`src/rtl/ddr3_ca_params.svh`:
```
// constants for the x16 ddr3 command/address pin front end
`ifndef DDR3_CA_PARAMS_SVH
`define DDR3_CA_PARAMS_SVH
`define ROW_BITS 13
`define BANK_BITS 3
`define BANKS 8
`define AP_BIT 10
`define BC_BIT 12
`define MR_COUNT 4
`define MR1_RTT_NOM_MASK 16'h0244
`define MR2_RTT_WR_MASK 16'h0600
`define MR_RESET 16'h0000
`define CMD_MRS 3'h0
`define CMD_REF 3'h1
`define CMD_PRE 3'h2
`define CMD_ACT 3'h3
`define CMD_WR 3'h4
`define CMD_RD 3'h5
`define CMD_ZQ 3'h6
`define CMD_NOP 3'h7
`define MR1_INDEX 2'h1
`define MR2_INDEX 2'h2
`define LANES 2
`endif

```
`src/rtl/ddr3_ca_pkg.sv`:
```
// types shared by the ddr3 command/address front end
package ddr3_ca_pkg;
    typedef enum logic [2:0] {
        op_mrs, op_ref, op_pre, op_act, op_wr, op_rd, op_zq, op_nop
    } op_t;
    typedef enum {
        st_idle, st_pd_pre, st_pd_act, st_self_ref
    } power_t;
    typedef struct packed {
        logic cs_n;
        logic ras_n;
        logic cas_n;
        logic we_n;
        logic [2:0] bank;
        logic [12:0] addr;
    } ca_t;
    typedef struct packed {
        logic valid;
        op_t op;
        logic [2:0] bank;
        logic [12:0] addr;
        logic auto_pre;
        logic all_banks;
        logic chop;
    } cmd_t;
endpackage : ddr3_ca_pkg

```
`src/rtl/ddr3_cmd_decode.sv`:
```
// command truth table decode of one registered ca word
`include "ddr3_ca_params.svh"
module ddr3_cmd_decode (
    // registered pins
    input wire ddr3_ca_pkg::ca_t ca,
    // decoded command
    output ddr3_ca_pkg::cmd_t cmd
);
    always_comb begin
        cmd = '0;
        cmd.bank = ca.bank;
        cmd.addr = ca.addr;
        cmd.op = ddr3_ca_pkg::op_t'({ca.ras_n, ca.cas_n, ca.we_n});
        cmd.valid = !ca.cs_n && cmd.op != ddr3_ca_pkg::op_nop;
        cmd.auto_pre = ca.addr[`AP_BIT];
        cmd.all_banks = ca.addr[`AP_BIT];
        cmd.chop = !ca.addr[`BC_BIT];
    end
endmodule : ddr3_cmd_decode

```
`src/rtl/ddr3_mode_regs.sv`:
```
// mode register file; read data comes out of a register
`include "ddr3_ca_params.svh"
module ddr3_mode_regs #(
    parameter int WIDTH = 16
) (
    // clock and reset
    input wire logic clk_sys,
    input wire logic rst,
    // write port
    input wire logic wr_en,
    input wire logic [1:0] wr_sel,
    input wire logic [WIDTH-1:0] wr_data,
    // read port
    input wire logic [1:0] rd_sel,
    output logic [WIDTH-1:0] rd_data,
    output logic [WIDTH-1:0] mr1,
    output logic [WIDTH-1:0] mr2
);
    logic [WIDTH-1:0] mem [`MR_COUNT];
    logic [WIDTH-1:0] next_mem [`MR_COUNT];
    logic [WIDTH-1:0] next_rd_data;
    always_comb begin
        for (int i = 0; i < `MR_COUNT; i++) begin
            next_mem[i] = mem[i];
        end
        if (wr_en) begin
            next_mem[wr_sel] = wr_data;
        end
        next_rd_data = mem[rd_sel];
    end
    always_ff @(posedge clk_sys) begin
        for (int i = 0; i < `MR_COUNT; i++) begin
            mem[i] <= rst ? `MR_RESET : next_mem[i];
        end
        rd_data <= rst ? `MR_RESET : next_rd_data;
    end
    assign mr1 = mem[`MR1_INDEX];
    assign mr2 = mem[`MR2_INDEX];
endmodule : ddr3_mode_regs

```
`src/rtl/ddr3_ca_frontend.sv`:
```
// ddr3 x16 command/address/control pin front end, device side
`include "ddr3_ca_params.svh"
module ddr3_ca_frontend #(
    parameter int ROWS = `ROW_BITS,
    parameter int BANKS = `BANKS
) (
    // clock and reset
    input wire logic clk_sys,
    input wire logic rst,
    // pins from the controller
    input wire logic reset_n,
    input wire logic cke,
    input wire ddr3_ca_pkg::ca_t ca_pins,
    input wire logic odt,
    // write data beats, one per strobe edge, with per-lane mask
    input wire logic wr_beat,
    input wire logic [15:0] wr_dq,
    input wire logic [`LANES-1:0] wr_dm,
    // decoded command out
    output ddr3_ca_pkg::cmd_t cmd,
    output logic [ROWS-1:0] row_addr,
    output logic [ROWS-1:0] col_addr,
    // write data accepted into the array
    output logic [15:0] store_data,
    output logic [`LANES-1:0] store_lane_en,
    // device state
    output logic clocks_on,
    output logic pd_buffers_on,
    output logic sr_active,
    output logic active_pd,
    output logic term_on,
    output logic [BANKS-1:0] bank_open,
    output logic [15:0] mr_rd_data,
    output logic in_reset
);
    // reset pin and cke come from the pins: two stages each
    logic rst_sync1, rst_sync2, cke_sync1, cke_sync2;
    logic odt_q, cke_q;
    ddr3_ca_pkg::ca_t ca_q;
    ddr3_ca_pkg::cmd_t dec;
    ddr3_ca_pkg::power_t pstate, next_pstate;
    logic [BANKS-1:0] next_bank_open;
    logic dev_rst;
    logic buf_on;
    logic [15:0] mr1, mr2;
    logic mrs_we;
    logic [ROWS-1:0] next_row, next_col;
    ddr3_ca_pkg::cmd_t next_cmd;
    logic [15:0] next_store;
    logic [`LANES-1:0] next_lane;
    logic next_term;
    // refresh word is decoded one edge before the synchronised cke fall shows up
    logic ref_q, next_ref;
    localparam ddr3_ca_pkg::ca_t CA_IDLE = '{cs_n: 1'b1, ras_n: 1'b1, cas_n: 1'b1, we_n: 1'b1,
        default: '0};

    always_ff @(posedge clk_sys) begin
        rst_sync1 <= rst ? 1'b0 : reset_n;
        rst_sync2 <= rst ? 1'b0 : rst_sync1;
        cke_sync1 <= rst ? 1'b0 : cke;
        cke_sync2 <= rst ? 1'b0 : cke_sync1;
    end
    // reset held until the pin has passed both stages high
    assign dev_rst = rst || !rst_sync2;

    // command pins pass buffers only while clocks run and not in power-down/self-refresh
    assign buf_on = cke_q && pstate == ddr3_ca_pkg::st_idle;

    always_ff @(posedge clk_sys) begin
        if (dev_rst) begin
            ca_q <= CA_IDLE;
            odt_q <= 1'b0;
            cke_q <= 1'b0;
        end else begin
            // chip select forced high while buffers are off, so nothing decodes
            ca_q <= buf_on ? ca_pins : CA_IDLE;
            // termination buffer stays alive in power-down but not self-refresh
            odt_q <= (pstate == ddr3_ca_pkg::st_self_ref) ? 1'b0 : odt;
            cke_q <= cke_sync2;
        end
    end

    ddr3_cmd_decode u_dec (
        .ca(ca_q),
        .cmd(dec)
    );

    assign mrs_we = dec.valid && dec.op == ddr3_ca_pkg::op_mrs;
    ddr3_mode_regs #(
        .WIDTH(16)
    ) u_mr (
        .clk_sys(clk_sys),
        .rst(dev_rst),
        .wr_en(mrs_we),
        .wr_sel(dec.bank[1:0]),
        .wr_data({3'h0, dec.addr}),
        .rd_sel(dec.bank[1:0]),
        .rd_data(mr_rd_data),
        .mr1(mr1),
        .mr2(mr2)
    );

    // bank state and power state
    always_comb begin
        next_bank_open = bank_open;
        next_pstate = pstate;
        // held one cycle so a refresh sent with cke low meets the late synchronised fall
        next_ref = dec.valid && dec.op == ddr3_ca_pkg::op_ref;
        if (dec.valid) begin
            unique case (dec.op)
                ddr3_ca_pkg::op_act: next_bank_open[dec.bank] = 1'b1;
                ddr3_ca_pkg::op_pre: begin
                    if (dec.all_banks) begin
                        next_bank_open = '0;
                    end else begin
                        next_bank_open[dec.bank] = 1'b0;
                    end
                end
                ddr3_ca_pkg::op_rd, ddr3_ca_pkg::op_wr: begin
                    if (dec.auto_pre) begin
                        next_bank_open[dec.bank] = 1'b0;
                    end
                end
                default: begin
                end
            endcase
        end
        unique case (pstate)
            ddr3_ca_pkg::st_idle: begin
                // cke low with refresh on the same edge enters self-refresh when all banks are closed
                if (!cke_sync2 && cke_q) begin
                    if (ref_q && bank_open == '0) begin
                        next_pstate = ddr3_ca_pkg::st_self_ref;
                    end else if (bank_open == '0) begin
                        next_pstate = ddr3_ca_pkg::st_pd_pre;
                    end else begin
                        next_pstate = ddr3_ca_pkg::st_pd_act;
                    end
                end
            end
            ddr3_ca_pkg::st_pd_pre, ddr3_ca_pkg::st_pd_act: begin
                if (cke_sync2) begin
                    next_pstate = ddr3_ca_pkg::st_idle;
                end
            end
            ddr3_ca_pkg::st_self_ref: begin
                // exit taken straight off the synchronised cke level, no command clock needed
                if (cke_sync2) begin
                    next_pstate = ddr3_ca_pkg::st_idle;
                end
            end
        endcase
    end

    // outputs registered
    always_comb begin
        next_cmd = dec;
        next_row = (dec.valid && dec.op == ddr3_ca_pkg::op_act) ? dec.addr : row_addr;
        next_col = (dec.valid && (dec.op == ddr3_ca_pkg::op_rd || dec.op == ddr3_ca_pkg::op_wr))
            ? dec.addr : col_addr;
        // enabled with odt outside self-refresh unless mode registers both zero the termination fields
        next_term = odt_q && pstate != ddr3_ca_pkg::st_self_ref
            && ((mr1 & `MR1_RTT_NOM_MASK) != '0 || (mr2 & `MR2_RTT_WR_MASK) != '0);
        next_store = wr_dq;
        // controller keeps cke high over writes, so beats only land with clocks on
        next_lane = '0;
        for (int i = 0; i < `LANES; i++) begin
            next_lane[i] = wr_beat && cke_q && !wr_dm[i];
        end
    end

    always_ff @(posedge clk_sys) begin
        if (dev_rst) begin
            pstate <= ddr3_ca_pkg::st_idle;
            ref_q <= 1'b0;
            bank_open <= '0;
            cmd <= '0;
            row_addr <= '0;
            col_addr <= '0;
            term_on <= 1'b0;
            store_data <= '0;
            store_lane_en <= '0;
        end else begin
            pstate <= next_pstate;
            ref_q <= next_ref;
            bank_open <= next_bank_open;
            cmd <= next_cmd;
            row_addr <= next_row;
            col_addr <= next_col;
            term_on <= next_term;
            store_data <= next_store;
            store_lane_en <= next_lane;
        end
    end

    assign clocks_on = cke_q;
    assign pd_buffers_on = buf_on;
    assign sr_active = pstate == ddr3_ca_pkg::st_self_ref;
    assign active_pd = pstate == ddr3_ca_pkg::st_pd_act;
    assign in_reset = dev_rst;
endmodule : ddr3_ca_frontend

```
`config.mk`:
```
export PLATFORM = sky130hd
export DESIGN_NAME = ddr3_ca_frontend
export DESIGN_NICKNAME = d
export VERILOG_FILES = /design/src/rtl/ddr3_ca_pkg.sv /design/src/rtl/ddr3_cmd_decode.sv /design/src/rtl/ddr3_mode_regs.sv /design/src/rtl/ddr3_ca_frontend.sv
export VERILOG_INCLUDE_DIRS = /design/src /design/src/rtl
export SDC_FILE = /design/constraint.sdc
export NUM_CORES = 1
export LEC_CHECK = 0
export CAP_MARGIN = 25
export CELL_PAD_IN_SITES_DETAIL_PLACEMENT = 0
export CELL_PAD_IN_SITES_GLOBAL_PLACEMENT = 1
export CORE_AREA = 2 2 126 128
export CTS_BUF_LIST = sky130_fd_sc_hd__clkbuf_8
export DETAILED_ROUTE_END_ITERATION = 6
export DIE_AREA = 0 0 128 130
export DONT_BUFFER_PORTS = 1
export GPL_ROUTABILITY_DRIVEN = 0
export PLACE_DENSITY_LB_ADDON = 0.1
export SETUP_SLACK_MARGIN = 0.5
export SLEW_MARGIN = 20
export SYNTH_ARGS = -nofsm -noshare
export SYNTH_HDL_FRONTEND = slang
export SYNTH_SLANG_ARGS = --single-unit
```
`constraint.sdc`:
```
create_clock -name clk_sys -period 1.55 [get_ports clk_sys]
set_clock_uncertainty 0.05 [all_clocks]
set_input_delay 0.155 -clock clk_sys [delete_from_list [all_inputs] [get_ports clk_sys]]
set_output_delay 0.155 -clock clk_sys [all_outputs]
set_load 0.02 [all_outputs]
```
After elaboration in Yosys (flattened, before gate mapping)
Memories as Yosys holds them, arrays and structs flattened. A register that Yosys moved wholly into a read port is not among the register bits.
Cells that the tools add are included.
{"block": "word_totals", "mem_bits_rw": 64, "n_memories": 1, "latch_bits": 0, "elab_cells": 106, "reg_bits": 134, "romBits": 0}
{"block": "op_classes", "shifts": 0, "n_bitwise": 5, "mux": 18, "n_reduce_logical": 37, "add_sub_neg": 0, "div": 0, "multipliers": 0, "n_eq_ne": 15, "magnitude_cmp": 4}
{"memory": "u_mr.mem", "words": 4, "width": 16, "read_ports": 5, "rd_clocked_by_memory_dff": 1, "write_ports": 4, "line": "ddr3_mode_regs.sv:19", "source": "logic [WIDTH-1:0] mem [`MR_COUNT];"}
{"cell": "16-bit two-way mux", "count": 5}
{"cell": "64-bit bitwise mux", "count": 1}
{"cell": "32-bit by 2-bit == test with 1-bit output, second input constant", "count": 2}
{"cell": "32-bit by 3-bit == test with 1-bit output, second input constant", "count": 2}
{"cell": "32-bit zero test", "count": 2}
{"cell": "32-bit two-way mux", "count": 2}
{"cell": "64-bit two-way mux", "count": 1}
{"cell": "32-bit one-hot mux with 2 select lines", "count": 1}
{"cell": "16-bit demux with 2-bit select", "count": 1}
{"cell": "32-bit by 1-bit == test with 1-bit output, second input constant", "count": 1}
{"cell": "32-bit by 3-bit inequality test with 1-bit output, second input constant", "count": 1}
{"cell": "16-bit nonzero test", "count": 2}
{"cell": "8-bit one-hot mux with 3 select lines", "count": 1}
{"cell": "8-bit two-way mux", "count": 2}
{"cell": "1-bit logical AND", "count": 15}
{"cell": "8-bit AND", "count": 1}
{"cell": "8-bit zero test", "count": 1}
{"cell": "8-bit NOT", "count": 1}
{"cell": "8-bit bitwise OR", "count": 1}
{"cell": "3-bit by 2-bit == test with 1-bit output, second input constant", "count": 2}
{"cell": "3-bit == test, second input constant", "count": 2}
{"cell": "1-bit zero test", "count": 6}
{"cell": "2-bit OR reduction", "count": 3}
{"cell": "3-bit by 4-bit less-than comparator with 1-bit output, second input constant", "count": 1}
{"cell": "18 further kinds", "count": 22}

Depth between registers and ports, before layout
{"block": "logic_depth", "depth_word": 8, "depth_mapped": 5}

Modules after synthesis
A second synthesis with hierarchy kept.
{"block": "hier_totals", "hier_cells": 662, "area_unflattened_um2": 7036.7}
{"module": "ddr3_mode_regs", "instances": 1, "cells_each": 302, "seq_area_each_um2": 1601.5, "area_per_inst_um2": 3477.1}
{"module": "ddr3_ca_frontend", "instances": 1, "cells_each": 337, "seq_area_each_um2": 2102.0, "area_per_inst_um2": 3392.0}
{"module": "ddr3_cmd_decode", "instances": 1, "cells_each": 23, "seq_area_each_um2": 0.0, "area_per_inst_um2": 167.7}

Worst setup path after synthesis
No wires, ideal clock.
{"block": "synth_path", "path_type": "register to register", "start": "reg cke_q (netlist: clocks_on)", "end": "reg ca_q[10] (netlist name)", "setup_slack_ns": -0.119, "period_less_slack_ns": 1.669, "stages_incl_launch_ff": 4, "setup_time_ns": 0.061, "required_ns": 1.439, "t_arrival_ns": 1.558, "path_cell_list": "dfxtp_1 > nor3b_1 > clkbuf_1 > and3_1"}
{"block": "synth_via", "elab_chain_len": 3}
{"item": "from (decl)", "line": "ddr3_ca_frontend.sv:38", "source": "logic odt_q, cke_q;"}
{"item": "from (signal assigned)", "line": "ddr3_ca_frontend.sv:79", "source": "cke_q <= cke_sync2;"}
{"item": "1-bit logical AND", "line": "ddr3_ca_frontend.sv:67", "source": "assign buf_on = cke_q && pstate == ddr3_ca_pkg::st_idle;"}
{"item": "via pd_buffers_on", "line": "ddr3_ca_frontend.sv:28", "source": "output logic pd_buffers_on,"}
{"item": "1-bit NOT (no source line)"}
{"item": "2-bit OR reduction (no source line)"}
{"item": "to (signal assigned)", "line": "ddr3_ca_frontend.sv:76", "source": "ca_q <= buf_on ? ca_pins : CA_IDLE;"}
{"item": "to (decl)", "line": "ddr3_ca_frontend.sv:39", "source": "ddr3_ca_pkg::ca_t ca_q;"}
The timed path passes the listed nets, and every way through them passes these cells.
A chain may end at the register's enable or synchronous reset.

==> qor.tcl <==
set qor(dr.first_iter.drc_count) 312
set qor(synth_edf_count) 0
set qor(timing.final.hold_violations) 0
set qor(clock_sinks) 168
set qor(max-cap-violations) 0
set qor(number_of_placement_rows) 46
set qor(coreArea_um2) 15400
set qor(max_clock_freq_mhz) 601
set qor(critical_path.endpoint_type) {flop}
set qor(grt_setup_unrepaired) {true}
set qor(cp.arrival_ps) 1980
set qor(reg2reg_setup_slack_ps) -110
set qor(placed_area_um2) 6530
set qor(post_drt_via_cell_ratio) 5.62
set qor(layout-area-overhead-vs-synth_pct) 50.7
set qor(pwr_density_cell_nw_per_um2) 877
set qor(synth_area_per_cell_um2) 9.76
set qor(synth_sequential_area_ratio_pct) 55.7
set qor(finalNetCount) 766
set qor(detail_route.drc_violations) 0
set qor(slew_viol_final) 0
set qor(placed_cells) 800
set qor(grt_pass1_wl_um) 28000
set qor(clk_pin_slew_worst_setup_hold_paths_ps) 100
set qor(tritoncts.num_buffers) 17
set qor(cts_tree) {yes}
set qor(firstDrtPassIters) 5
set qor(grt_max_degree) 53
set qor(h_tree_depth) 4
set qor(die_h_um) 130
set qor(clkLatencyLatePin_ps) 480
set qor(fin_crit_ps) 1660
set qor(synth_cell_types) 37
set qor(globalRoute.totalOverflow) 0
set qor(path_class) {reg2reg}
set qor(run_status) {finished with violations}
set qor(setup_tns_ps) -1090
set qor(synthesized_cell_area_um2) 6040
set qor(gate_count_after_technology_mapping) 619
set qor(post_route_cells_drive_above_1_share_pct) 50.5
set qor(gr-usage-met1_pct) 27.4
set qor(timing.critical_path.required_ps) 1870
set qor(irDropWorstVdd_mv) 0.616
set qor(fp.dieW_um) 128
set qor(grt.busiest_layer) {met2}
set qor(drt.antenna.violating_nets) 0
set qor(post_drt_wl_per_cell_um) 22.3
set qor(start_util_pct) 39.2
set qor(failed_checks) {negative setup slack}
set qor(min-delay-path-class) {in2reg}
set qor(ios) 141
set qor(finalNonFillerCells) 927
set qor(met3_layer_usage_reported_by_global_route_pct) 7.42
set qor(via_count_of_the_first_global_routing_pass) 4956
set qor(dominantRegCellSynth) {dfxtp_1}
set qor(final_area_um2) 9100
set qor(ys_async_sr_fraction_pct) 0
set qor(n_antenna_cell) 0
set qor(place.port_buffers) 0
set qor(ctsLongestPathBuffers) 2
set qor(grt.met2_usage_pct) 36.7
set qor(dp_hpwl_um) 10700
set qor(die_area_um2) 16600
set qor(p_leak_nw) 3.15
set qor(synth.yosys.warnings) 0
set qor(critical_path.max_fanout) 26
set qor(clockRootBuffer) {clkbuf_8}
set qor(postSynthRegisterBits) 168
set qor(route.final.wire_length_um) 20600
set qor(setup_ws_ps) -115
set qor(place_ws_ps) -0.543
set qor(route.vias.total) 5206
set qor(timing.critical_path.from_type) {flop}
set qor(timing.final.crit_share_pct) 107
set qor(final-setup-viol-count) 50
set qor(antenna_found_initial) 0
set qor(grt.total_usage_pct) 22.5
[path summary, 6_finish.rpt]
check,startpoint,end,cells after the start
worst max-delay path,ca_q[19]$_SDFF_PP1_,u_mr.mem[2][2]$_SDFFE_PP0P_,4
worst max register to register,ca_q[19]$_SDFF_PP1_,u_mr.mem[2][2]$_SDFFE_PP0P_,4
worst min-delay path,rst,rst_sync2$_SDFF_PP0_,2
worst min register to register,cke_sync1$_SDFF_PP0_,cke_sync2$_SDFF_PP0_,1
[logic make-up (layout without fill, tap and decap cells)]
logic type	count (synthesis)	after routing	share of synthesized area, %
AOI/OAI and AO/OA	159	159	14.8
DFF	168	168	55.7
muxes	13	13	4.85
other	1	3	0.0621
and+or+nand+nor	214	216	19.3
buffers and inverters	64	176	5.30
[synthesized netlist by cell type, types with 7 or more instances]
master	instances	area share [%]
clkbuf_1	32	2.0
and2_1	50	5.2
o21ai_1	50	4.1
mux4_2	13	4.8
o221a_1	8	1.5
a22oi_1	8	0.99
buf_2	13	1.1
nor2b_1	8	0.83
nand3_1	54	4.5
and3_1	18	1.9
a211oi_1	8	0.99
nor2_1	7	0.44
a21oi_1	81	6.7
buf_4	7	0.87
nand2_1	53	3.3
nand2b_1	7	0.73
dfxtp_1	168	56
[what timing repair did]
action	in CTS	in global routing
endpoints found under the hold margin	64	0
pin swaps	13	24
hold buffers	43	0
buffers inserted	14	17
gates cloned	7	14
setup endpoints to repair	255	253
resized for setup	126	222
[registers in the layout (all words and copies together) (netlist names)]
name           flops
cke_sync2          1
rst_sync1          1
odt_q              1
clocks_on          1
u_mr.mem          52
cke_sync1          1
store_lane_en      2
term_on            1
ref_q              1
pstate             2
bank_open          8
store_data        16
rst_sync2          1
ca_q              20
u_mr.rd_data      13
row_addr          13
col_addr          13
cmd               21
[stage by stage]
stage	utilization [%]	power, mW	hold slack (ps)
after detailed placement	42.3	4.51	179
final	59.0	7.98	46.0
after global placement	42.3	4.51	178
after floorplan	-	4.50	177
after global routing	59.0	8.25	87.7
after CTS	53.0	8.10	216
[cells in the final DEF, fill, tap and decap left out, drive strengths merged, types with 2 or more instances in the layout]
cell	synthesis	routed
clkbuf	32	27
and4bb	1	2
nor4b	2	2
bufinv	0	4
nand3	54	54
dlygate4sd3	0	42
and3	18	18
inv	3	9
conb	1	3
a211oi	8	8
nand4bb	2	2
or3b	2	3
a22oi	8	8
nor2	7	7
and2	50	50
nor3	2	2
nand2	53	53
clkinv	1	4
nor3b	2	2
dfxtp	168	168
o221a	8	8
nor4	4	4
nor2b	8	8
a21oi	81	81
bufbuf	0	2
o21ai	52	52
clkinvlp	0	2
nand2b	7	7
mux4	13	13
buf	28	85
[area by class of cell]
cell class | instances | area (um^2)
sequential | 168 | 3690
clock inverter | 15 | 213
tap | 192 | 240
multi-input combinational | 391 | 2920
inverter | 4 | 21.3
fill | 1294 | 6320
timing repair buffer | 140 | 1780
clock buffer | 17 | 234
[power by group]
group	switching, mW	internal, mW
clock	1.73	1.79
combinational	0.0923	0.151
sequential	0.0198	4.19
[routing by layer]
| metal | vias up | routed length (um) |
|---|---|---|
| li1 | 2394 | - |
| met1 | 2576 | 8560 |
| met2 | 206 | 10100 |
| met3 | 30 | 1470 |
| met4 | 0 | 507 |
| met5 | - | 0 |
[worst max-delay path: stages, from the launching register on]
cell	delay, ps
dfxtp_2	350
or4_4	610
buf_16	210
o21ai_1	190
a21oi_1	110
Note: power is estimated with default switching activity, not from simulation.
